File: config.mk
export PLATFORM = sky130hd
export DESIGN_NAME = led_backlight_group_ctrl
export DESIGN_NICKNAME = d
export VERILOG_FILES = /design/src/common/led_backlight_pkg.sv /design/src/core/led_backlight_group_ctrl.sv /design/src/core/pump_gain_select.sv
export SDC_FILE = /design/constraint.sdc
export NUM_CORES = 1
export LEC_CHECK = 0
export BUFFER_PORTS_ARGS = -buffer_cell sky130_fd_sc_hd__buf_2
export CORE_MARGIN = 1
export CORE_UTILIZATION = 40
export DETAILED_ROUTE_END_ITERATION = 10
export SYNTH_ARGS = -nofsm -noshare
export SYNTH_HDL_FRONTEND = slang
export SYNTH_HIERARCHICAL = 1
export SYNTH_SLANG_ARGS = --single-unit
File: constraint.sdc
create_clock -name clock -period 1 [get_ports clock]
set_input_delay 0.05 -clock clock [delete_from_list [all_inputs] [get_ports clock]]
set_output_delay 0.05 -clock clock [all_outputs]
set_load 0.02 [all_outputs]
File: src/common/led_backlight_pkg.sv
// constants and carriers for the led backlight group controller
// assumes a single 100 MHz clock and synchronous control inputs
//
// Overview of operation
// [RULE1] sub input steers sub group, main input steers main group together
// [RULE2] sinks one to four are main, five and six are sub
// [RULE3] sub low, main pulsing: sub off, main follows pulses
// [RULE4] sub pulsing, main low: main off, sub follows pulses
// [RULE5] sub pulsing, main high: main steady on, sub follows pulses
// [RULE6] sub high, main pulsing: sub steady on, main follows pulses
// [RULE7] both pulsing: each group follows its own input
// [RULE8] pulses from 100 Hz to 200 kHz switch sinks each pulse
// [RULE9] enabled sink carries zero or full current, average scales with duty
// [RULE10] sinks only fully off or fully on
// [RULE11] both inputs low disables all sinks immediately
// [RULE12] pump keeps running 15 ms after both low, then shuts down
// [RULE13] input returning high cancels pending shutdown, timer restarts later
// [RULE14] controller drives steady levels when not pulsing
// [RULE15] controller keeps pulse rate near or above 100 Hz
// [RULE16] 1.5x to 2x at 3.33 V falling, back at 3.36 V rising
// [RULE17] 1x to 1.5x at 4.77 V falling, back at 4.81 V rising
// [RULE18] gain is three-state machine, one step per decision
package led_backlight_pkg;
    localparam int unsigned CLOCK_HZ = 100_000_000;
    localparam int unsigned HOLDOFF_MS = 15;
    localparam int unsigned HOLDOFF_CYCLES = CLOCK_HZ / 1000 * HOLDOFF_MS;
    localparam int unsigned MAIN_SINKS = 4;
    localparam int unsigned SUB_SINKS = 2;

    typedef enum logic [2:0] {
        GAIN_1X = 3'h1,
        GAIN_1P5X = 3'h2,
        GAIN_2X = 3'h4
    } gain_e;
    localparam gain_e GAIN_RESET = GAIN_1P5X;

    // supply comparator flags, each already hysteretic
    typedef struct packed {
        logic below_low; // supply at or under 3.33, released at 3.36
        logic below_high; // supply at or under 4.77, released at 4.81
    } supply_flags_s;

    typedef struct packed {
        logic [MAIN_SINKS-1:0] main_sink_channels;
        logic sub_sink_channel_a;
        logic sub_sink_channel_b;
    } sink_enables_s;
endpackage

File: src/core/led_backlight_group_ctrl.sv
// control logic for six led current sinks in two groups
// assumes control inputs synchronous to clock and driven steadily
`timescale 1ns/10ps
`default_nettype none
module led_backlight_group_ctrl
#(
    parameter int unsigned HOLDOFF_CYCLES = led_backlight_pkg::HOLDOFF_CYCLES
)
(
    input wire logic clock,
    input wire logic arst_n,
    input wire logic sub_group_ctrl_in,
    input wire logic main_group_ctrl_in,
    input wire led_backlight_pkg::supply_flags_s supply_flags,
    output led_backlight_pkg::sink_enables_s sinks,
    output logic pump_run,
    output led_backlight_pkg::gain_e pump_gain
);
    ////////////////////////////////////////////////////////////////////////
    // reset release
    logic rst_meta;
    logic rst_n;

    always_ff @(posedge clock or negedge arst_n)
    begin
        if (!arst_n)
        begin
            rst_meta <= 1'b0;
            rst_n <= 1'b0;
        end
        else
        begin
            rst_meta <= 1'b1;
            rst_n <= rst_meta;
        end
    end

    ////////////////////////////////////////////////////////////////////////
    // sink enables, full on or full off only, one cycle from input
    always_ff @(posedge clock or negedge rst_n)
    begin
        if (!rst_n)
            sinks <= '0;
        else
        begin
            // RULE1
            sinks.main_sink_channels <= {led_backlight_pkg::MAIN_SINKS{
                main_group_ctrl_in}}; // RULE2
            sinks.sub_sink_channel_a <= sub_group_ctrl_in; // RULE2
            sinks.sub_sink_channel_b <= sub_group_ctrl_in; // RULE2
            // RULE3 RULE4 RULE5 RULE6 RULE7 RULE8 RULE9 RULE10 RULE11
        end
    end

    ////////////////////////////////////////////////////////////////////////
    // pump hold-off
    localparam int unsigned CW = $clog2(HOLDOFF_CYCLES + 1);
    logic [CW-1:0] holdoff;
    logic any_high;

    assign any_high = sub_group_ctrl_in | main_group_ctrl_in;

    always_ff @(posedge clock or negedge rst_n)
    begin
        if (!rst_n)
            holdoff <= '0;
        else if (any_high)
            holdoff <= '0; // RULE13
        else if (holdoff != CW'(HOLDOFF_CYCLES))
            holdoff <= holdoff + 1'b1; // RULE12
    end

    always_ff @(posedge clock or negedge rst_n)
    begin
        if (!rst_n)
            pump_run <= 1'b0;
        else if (any_high)
            pump_run <= 1'b1; // RULE13
        else if (holdoff == CW'(HOLDOFF_CYCLES - 1))
            pump_run <= 1'b0; // RULE12
    end

    ////////////////////////////////////////////////////////////////////////
    // gain selection
    pump_gain_select gain_sel
    (
        .clock(clock),
        .rst_n(rst_n),
        .flags(supply_flags),
        .gain(pump_gain)
    );

    ////////////////////////////////////////////////////////////////////////
    // checks
    a_main_follows: assert property (@(posedge clock) disable iff (!rst_n)
        1'b1 |=> sinks.main_sink_channels
            == {led_backlight_pkg::MAIN_SINKS{$past(main_group_ctrl_in)}})
        else $error("main sinks not following input"); // RULE3
    a_sub_follows: assert property (@(posedge clock) disable iff (!rst_n)
        1'b1 |=> sinks.sub_sink_channel_a == $past(sub_group_ctrl_in)
            && sinks.sub_sink_channel_b == $past(sub_group_ctrl_in))
        else $error("sub sinks not following input"); // RULE4
    a_both_low_off: assert property (@(posedge clock) disable iff (!rst_n)
        !sub_group_ctrl_in && !main_group_ctrl_in
        |=> sinks == '0)
        else $error("sinks on after both low"); // RULE11
    a_pump_holds: assert property (@(posedge clock) disable iff (!rst_n)
        pump_run && !any_high && holdoff == '0
        |=> pump_run)
        else $error("pump stopped early"); // RULE12
    a_pump_stops: assert property (@(posedge clock) disable iff (!rst_n)
        holdoff == CW'(HOLDOFF_CYCLES) |-> !pump_run)
        else $error("pump still running after hold-off"); // RULE12
    a_pump_rearm: assert property (@(posedge clock) disable iff (!rst_n)
        any_high |=> pump_run && holdoff == '0)
        else $error("hold-off not cancelled"); // RULE13

    ////////////////////////////////////////////////////////////////////////
    // group steering checks
    a_groups_apart: assert property (@(posedge clock) disable iff (!rst_n)
        sub_group_ctrl_in && !main_group_ctrl_in
        |=> sinks.main_sink_channels == '0 && sinks.sub_sink_channel_a)
        else $error("groups not steered apart"); // RULE1

    a_sub_pair_same: assert property (@(posedge clock) disable iff (!rst_n)
        sinks.sub_sink_channel_a == sinks.sub_sink_channel_b)
        else $error("sub sinks differ"); // RULE2

    a_sub_off_low: assert property (@(posedge clock) disable iff (!rst_n)
        !sub_group_ctrl_in
        |=> !sinks.sub_sink_channel_a && !sinks.sub_sink_channel_b)
        else $error("sub sinks on with sub input low"); // RULE3

    a_main_off_low: assert property (@(posedge clock) disable iff (!rst_n)
        !main_group_ctrl_in |=> sinks.main_sink_channels == '0)
        else $error("main sinks on with main input low"); // RULE4

    a_main_steady_on: assert property (@(posedge clock) disable iff (!rst_n)
        main_group_ctrl_in |=> &sinks.main_sink_channels)
        else $error("main sinks not on with main input high"); // RULE5

    a_sub_steady_on: assert property (@(posedge clock) disable iff (!rst_n)
        sub_group_ctrl_in
        |=> sinks.sub_sink_channel_a && sinks.sub_sink_channel_b)
        else $error("sub sinks not on with sub input high"); // RULE6

    a_both_high_on: assert property (@(posedge clock) disable iff (!rst_n)
        sub_group_ctrl_in && main_group_ctrl_in |=> &sinks)
        else $error("not all sinks on with both high"); // RULE7

    a_sinks_need_pump: assert property (@(posedge clock) disable iff (!rst_n)
        sinks != '0 |-> pump_run)
        else $error("sinks on while pump stopped"); // RULE9

    a_main_all_same: assert property (@(posedge clock) disable iff (!rst_n)
        sinks.main_sink_channels == '0 || &sinks.main_sink_channels)
        else $error("main sinks partly on"); // RULE10

    ////////////////////////////////////////////////////////////////////////
    // hold-off timer checks
    a_holdoff_counts: assert property (@(posedge clock) disable iff (!rst_n)
        !any_high && holdoff != CW'(HOLDOFF_CYCLES)
        |=> holdoff == $past(holdoff) + 1'b1)
        else $error("hold-off not counting"); // RULE12

    a_holdoff_sat: assert property (@(posedge clock) disable iff (!rst_n)
        !any_high && holdoff == CW'(HOLDOFF_CYCLES)
        |=> holdoff == CW'(HOLDOFF_CYCLES))
        else $error("hold-off counter wrapped"); // RULE12

    a_pump_mid_hold: assert property (@(posedge clock) disable iff (!rst_n)
        pump_run && !any_high && holdoff != CW'(HOLDOFF_CYCLES - 1)
        |=> pump_run)
        else $error("pump stopped inside hold-off"); // RULE12

    a_pump_falls: assert property (@(posedge clock) disable iff (!rst_n)
        !any_high && holdoff == CW'(HOLDOFF_CYCLES - 1) |=> !pump_run)
        else $error("pump not stopped at hold-off end"); // RULE12

    a_pump_off_stays: assert property (@(posedge clock) disable iff (!rst_n)
        !pump_run && !any_high |=> !pump_run)
        else $error("pump started with both inputs low"); // RULE12
endmodule // led_backlight_group_ctrl
`default_nettype wire

File: src/core/pump_gain_select.sv
// three-state pump gain selector
// assumes synchronous comparator flags and the synchronised reset
`timescale 1ns/10ps
`default_nettype none
module pump_gain_select
(
    input wire logic clock,
    input wire logic rst_n,
    input wire led_backlight_pkg::supply_flags_s flags,
    output led_backlight_pkg::gain_e gain
);
    led_backlight_pkg::gain_e next_gain;

    always_comb
    begin
        next_gain = gain;
        case (gain)
            led_backlight_pkg::GAIN_1X:
                if (flags.below_high)
                    next_gain = led_backlight_pkg::GAIN_1P5X; // RULE17
            led_backlight_pkg::GAIN_1P5X:
                if (flags.below_low)
                    next_gain = led_backlight_pkg::GAIN_2X; // RULE16
                else if (!flags.below_high)
                    next_gain = led_backlight_pkg::GAIN_1X; // RULE17
            led_backlight_pkg::GAIN_2X:
                if (!flags.below_low)
                    next_gain = led_backlight_pkg::GAIN_1P5X; // RULE16
            default:
                next_gain = led_backlight_pkg::GAIN_RESET;
        endcase
    end

    // one step per decision
    always_ff @(posedge clock or negedge rst_n)
    begin
        if (!rst_n)
            gain <= led_backlight_pkg::GAIN_RESET;
        else
            gain <= next_gain; // RULE18
    end

    a_gain_one_step: assert property (@(posedge clock) disable iff (!rst_n)
        !((gain == led_backlight_pkg::GAIN_1X)
          && ($past(gain) == led_backlight_pkg::GAIN_2X))
        && !((gain == led_backlight_pkg::GAIN_2X)
          && ($past(gain) == led_backlight_pkg::GAIN_1X)))
        else $error("gain jumped two steps"); // RULE18
    a_gain_up_low: assert property (@(posedge clock) disable iff (!rst_n)
        (gain == led_backlight_pkg::GAIN_1P5X) && flags.below_low
        |=> gain == led_backlight_pkg::GAIN_2X)
        else $error("no step to 2x"); // RULE16
    a_gain_down_low: assert property (@(posedge clock) disable iff (!rst_n)
        (gain == led_backlight_pkg::GAIN_2X) && !flags.below_low
        |=> gain == led_backlight_pkg::GAIN_1P5X)
        else $error("no step back to 1.5x"); // RULE16
    a_gain_high_pair: assert property (@(posedge clock) disable iff (!rst_n)
        (gain == led_backlight_pkg::GAIN_1X) && flags.below_high
        |=> gain == led_backlight_pkg::GAIN_1P5X)
        else $error("no step to 1.5x"); // RULE17
endmodule // pump_gain_select
`default_nettype wire

==> metrics.log <==
[metrics] y dimension of the die: 62.7 um
[metrics] nets in the synthesized netlist: 160
[metrics] time the final worst path needs with I/O delays and setup: 1.66 ns
[metrics] total routing usage reported by global routing: 0.227
[metrics] cell area after synthesis: 1480 um2
[metrics] TritonCTS clock tree: yes
[metrics] Yosys top cell area share: 0.475
[metrics] Layout fillers: 259
[metrics] violated checks: setup timing
[metrics] final count of hold timing violations: 0
[metrics] maximum frequency from static timing analysis: 601 MHz
[metrics] share of the yosys chip area belonging to registers: 0.493
[metrics] Final Non-Filler Cells: 265
[metrics] top cells by area, synth: dfrtp_1, xnor2_1, a21oi_1, nor3_1, nor2_1
[metrics] Clock Skew: 0.00595 ns
[metrics] core box area: 3440 um2
[metrics] yosys warns: 6
[metrics] Antenna Nets Post-Route: 0
[metrics] area growth from synthesis to layout: 57.3%
[metrics] number of vias after detailed routing: 1378
[metrics] number of instances in the placed design: 244
[metrics] setup repair after global routing missed its margin: yes
[metrics] multi-input logic area: 898 um2
[metrics] root buf cell: clkbuf_8
[metrics] number of max-slew violations in the final report: 0
[metrics] detailed placement HPWL: 2.56 mm
[metrics] I/O Pins: 16
[metrics] overall overflow remaining after global route: 0
[metrics] Rows: 21
[metrics] most frequent standard cell in the layout excluding fill and tap cells: buf_4
[metrics] worst-case clock buffer depth: 2
[metrics] type of the worst min-delay path: input pin to flip-flop
[metrics] Reg area: 728 um2
[metrics] total of flip-flops plus latches after synthesis: 29
[metrics] wirelength, routed: 3.90 mm
[metrics] clock-pin slew on the worst setup and hold paths: 0.06 ns
[metrics] mean instance size in the synthesized netlist: 9.71 um2
[metrics] most frequent cells in the layout: buf_4, dfrtp_1, buf_2
[metrics] WS Path Type: flip-flop to flip-flop
[metrics] CP endpoint kind: flip-flop
[metrics] register-to-register setup slack: -0.66 ns
[metrics] Worst Path Required: 1.21 ns
[metrics] part of the cycle the worst path needs: 1.66
[metrics] Cell variety after synth: 39
[metrics] Worst IR Drop VDD: 0.735 mV
[metrics] Final Setup Violations: 28
[metrics] power density relative to cell area: 1270 nW/um2
[metrics] synthesized netlist cell count: 152
[metrics] worst setup slack after layout: -0.665 ns
[metrics] leakage power figure: 0.00105 uW
[metrics] detailed-route vias per instance: 5.20
[metrics] NumNets Final: 226
[metrics] via count of the first global-routing pass: 1461
[metrics] CTS HTree Levels: 2
[metrics] maximum number of pins on one net before global-route repair: 15
[metrics] final core occ: 0.674
[metrics] global-route wire length before repair: 6.78 mm
[metrics] drc violations: 0
[metrics] clock network latency to the later pin of the worst-skew pair: 0.28 ns
[metrics] nature of the critical path startpoint: flip-flop
[metrics] critical-path maximum fanout: 5
[metrics] First DRT Iteration DRCs: 74
[metrics] number of buffers created by CTS: 5
[metrics] Horiz. Die Dim: 62.7 um
[metrics] 1st-pass router iterations: 4
[metrics] count of max-cap constraint violations: 0
[metrics] Port Buffers: 15
[metrics] initial core utilization: 0.429
[metrics] arrival time at the worst endpoint: 1.87 ns
[metrics] status: finished, violations left
[metrics] Sink Count: 29
[metrics] DIE AREA: 3940 um2
[metrics] DR WL/cell: 14.7 um
[metrics] global placement routability congestion: 0.788
[metrics] diodes inserted: 0
[metrics] antenna violations before repair: 0
[metrics] area leader, netlist: dfrtp_1
[metrics] fraction of layout cells with a size suffix above 1: 0.479
==> per-layer routing <==
metal / share of wire / wire length, um / track usage
met5: 0 / 0 / 0
met4: 0.018 / 71 / 0.102
met2: 0.52 / 2040 / 0.397
met1: 0.42 / 1660 / 0.257
met3: 0.034 / 134 / 0.0584
==> cell type report <==
type	instances	area share
Sequential cell	29	0.314
Timing Repair Buffer	65	0.224
Multi-Input combinational cell	110	0.387
Tap cell	46	0.0248
Inverter	7	0.0113
Clock buffer	8	0.0388
==> worst max-delay path, cell delays in order (launching register included) <==
cell and delay (ns):
dfrtp_1 0.40, nand2_2 0.09, or4_4 0.56, or4_1 0.41, a21oi_1 0.13
==> registers in the layout, summed over array words and instances, names as in the netlist <==
signal	cells
pump_run	1
rst_n	1
sinks	2
rst_meta	1
holdoff	21
gain_sel/gain	3
==> cell families (layout without fill, tap and decap cells) <==
logic type / after synthesis / in the layout / synth area share
buffers and inverters: 14 / 80 / 0.0467
AO/OA/AOI/OAI: 25 / 25 / 0.0984
other: 1 / 1 / 0.00254
AND/OR/NAND/NOR: 71 / 72 / 0.283
XOR/XNOR: 10 / 10 / 0.0594
flip-flops: 29 / 29 / 0.493
adder cells (fa/ha/maj): 2 / 2 / 0.0170
==> power breakdown <==
| part | internal, uW | switching [uW] |
|---|---|---|
| registers | 1250 | 109 |
| clock network | 560 | 427 |
| logic | 327 | 281 |
==> final timing paths <==
path / endpoint / cells after the start / from
worst min-delay path: pump_run$_DFFE_PN0P_ / 3 / main_group_ctrl_in
min in group asynchronous: rst_meta$_DFF_PN0_ / 2 / arst_n
max in group asynchronous: holdoff[7]$_DFFE_PN0P_ / 1 / rst_n$_DFF_PN0_
worst min register to register: holdoff[18]$_DFFE_PN0P_ / 0 / rst_n$_DFF_PN0_
worst max register to register: holdoff[19]$_DFFE_PN0P_ / 4 / holdoff[0]$_DFFE_PN0P_
worst max-delay path: holdoff[19]$_DFFE_PN0P_ / 4 / holdoff[0]$_DFFE_PN0P_
==> per-stage QoR <==
step	instance area [um2]	TNS, ns	hold WS (ns)	power (uW)	setup slack, ns
2_1_floorplan	1530	-8.69	-0.246	1640	-0.716
3_3_place_gp	1910	-10.10	-0.164	1770	-0.733
3_5_place_dp	1910	-10.84	-0.163	1790	-0.770
4_1_cts	2250	-9.73	0.0244	2910	-0.663
5_1_grt	2320	-12.12	0.0760	3090	-0.749
6_report	2320	-10.16	0.0342	2950	-0.665
==> repair_timing <==
item | in CTS | in global routing
gates resized for setup | 33 | 12
hold buffers | 4 | 0
cloned | 1 | 0
buffers inserted | 8 | 3
pin swaps | 20 | 11
endpoints found under the hold margin | 5 | 0
endpoints found under the setup margin | 25 | 28
==> cell usage after synthesis (all sizes together) <==
library cell,number
nor4b,1
or2b,1
and3b,1
o21ai,8
or4,3
nand2b,2
nor3,11
and4,2
nor3b,1
nor4,4
a41o,2
and2b,1
buf,5
and3,2
nand4,4
or2,2
conb,1
o31ai,2
nand3,7
nor2,13
clkbuf,2
inv,7
nor2b,1
a21oi,10
ha,2
a31oi,2
xnor2,8
nor4bb,1
o21a,1
xor2,2
nand2,9
dfrtp,28
dfstp,1
or3,5
Power figures use the tool's default switching activity.
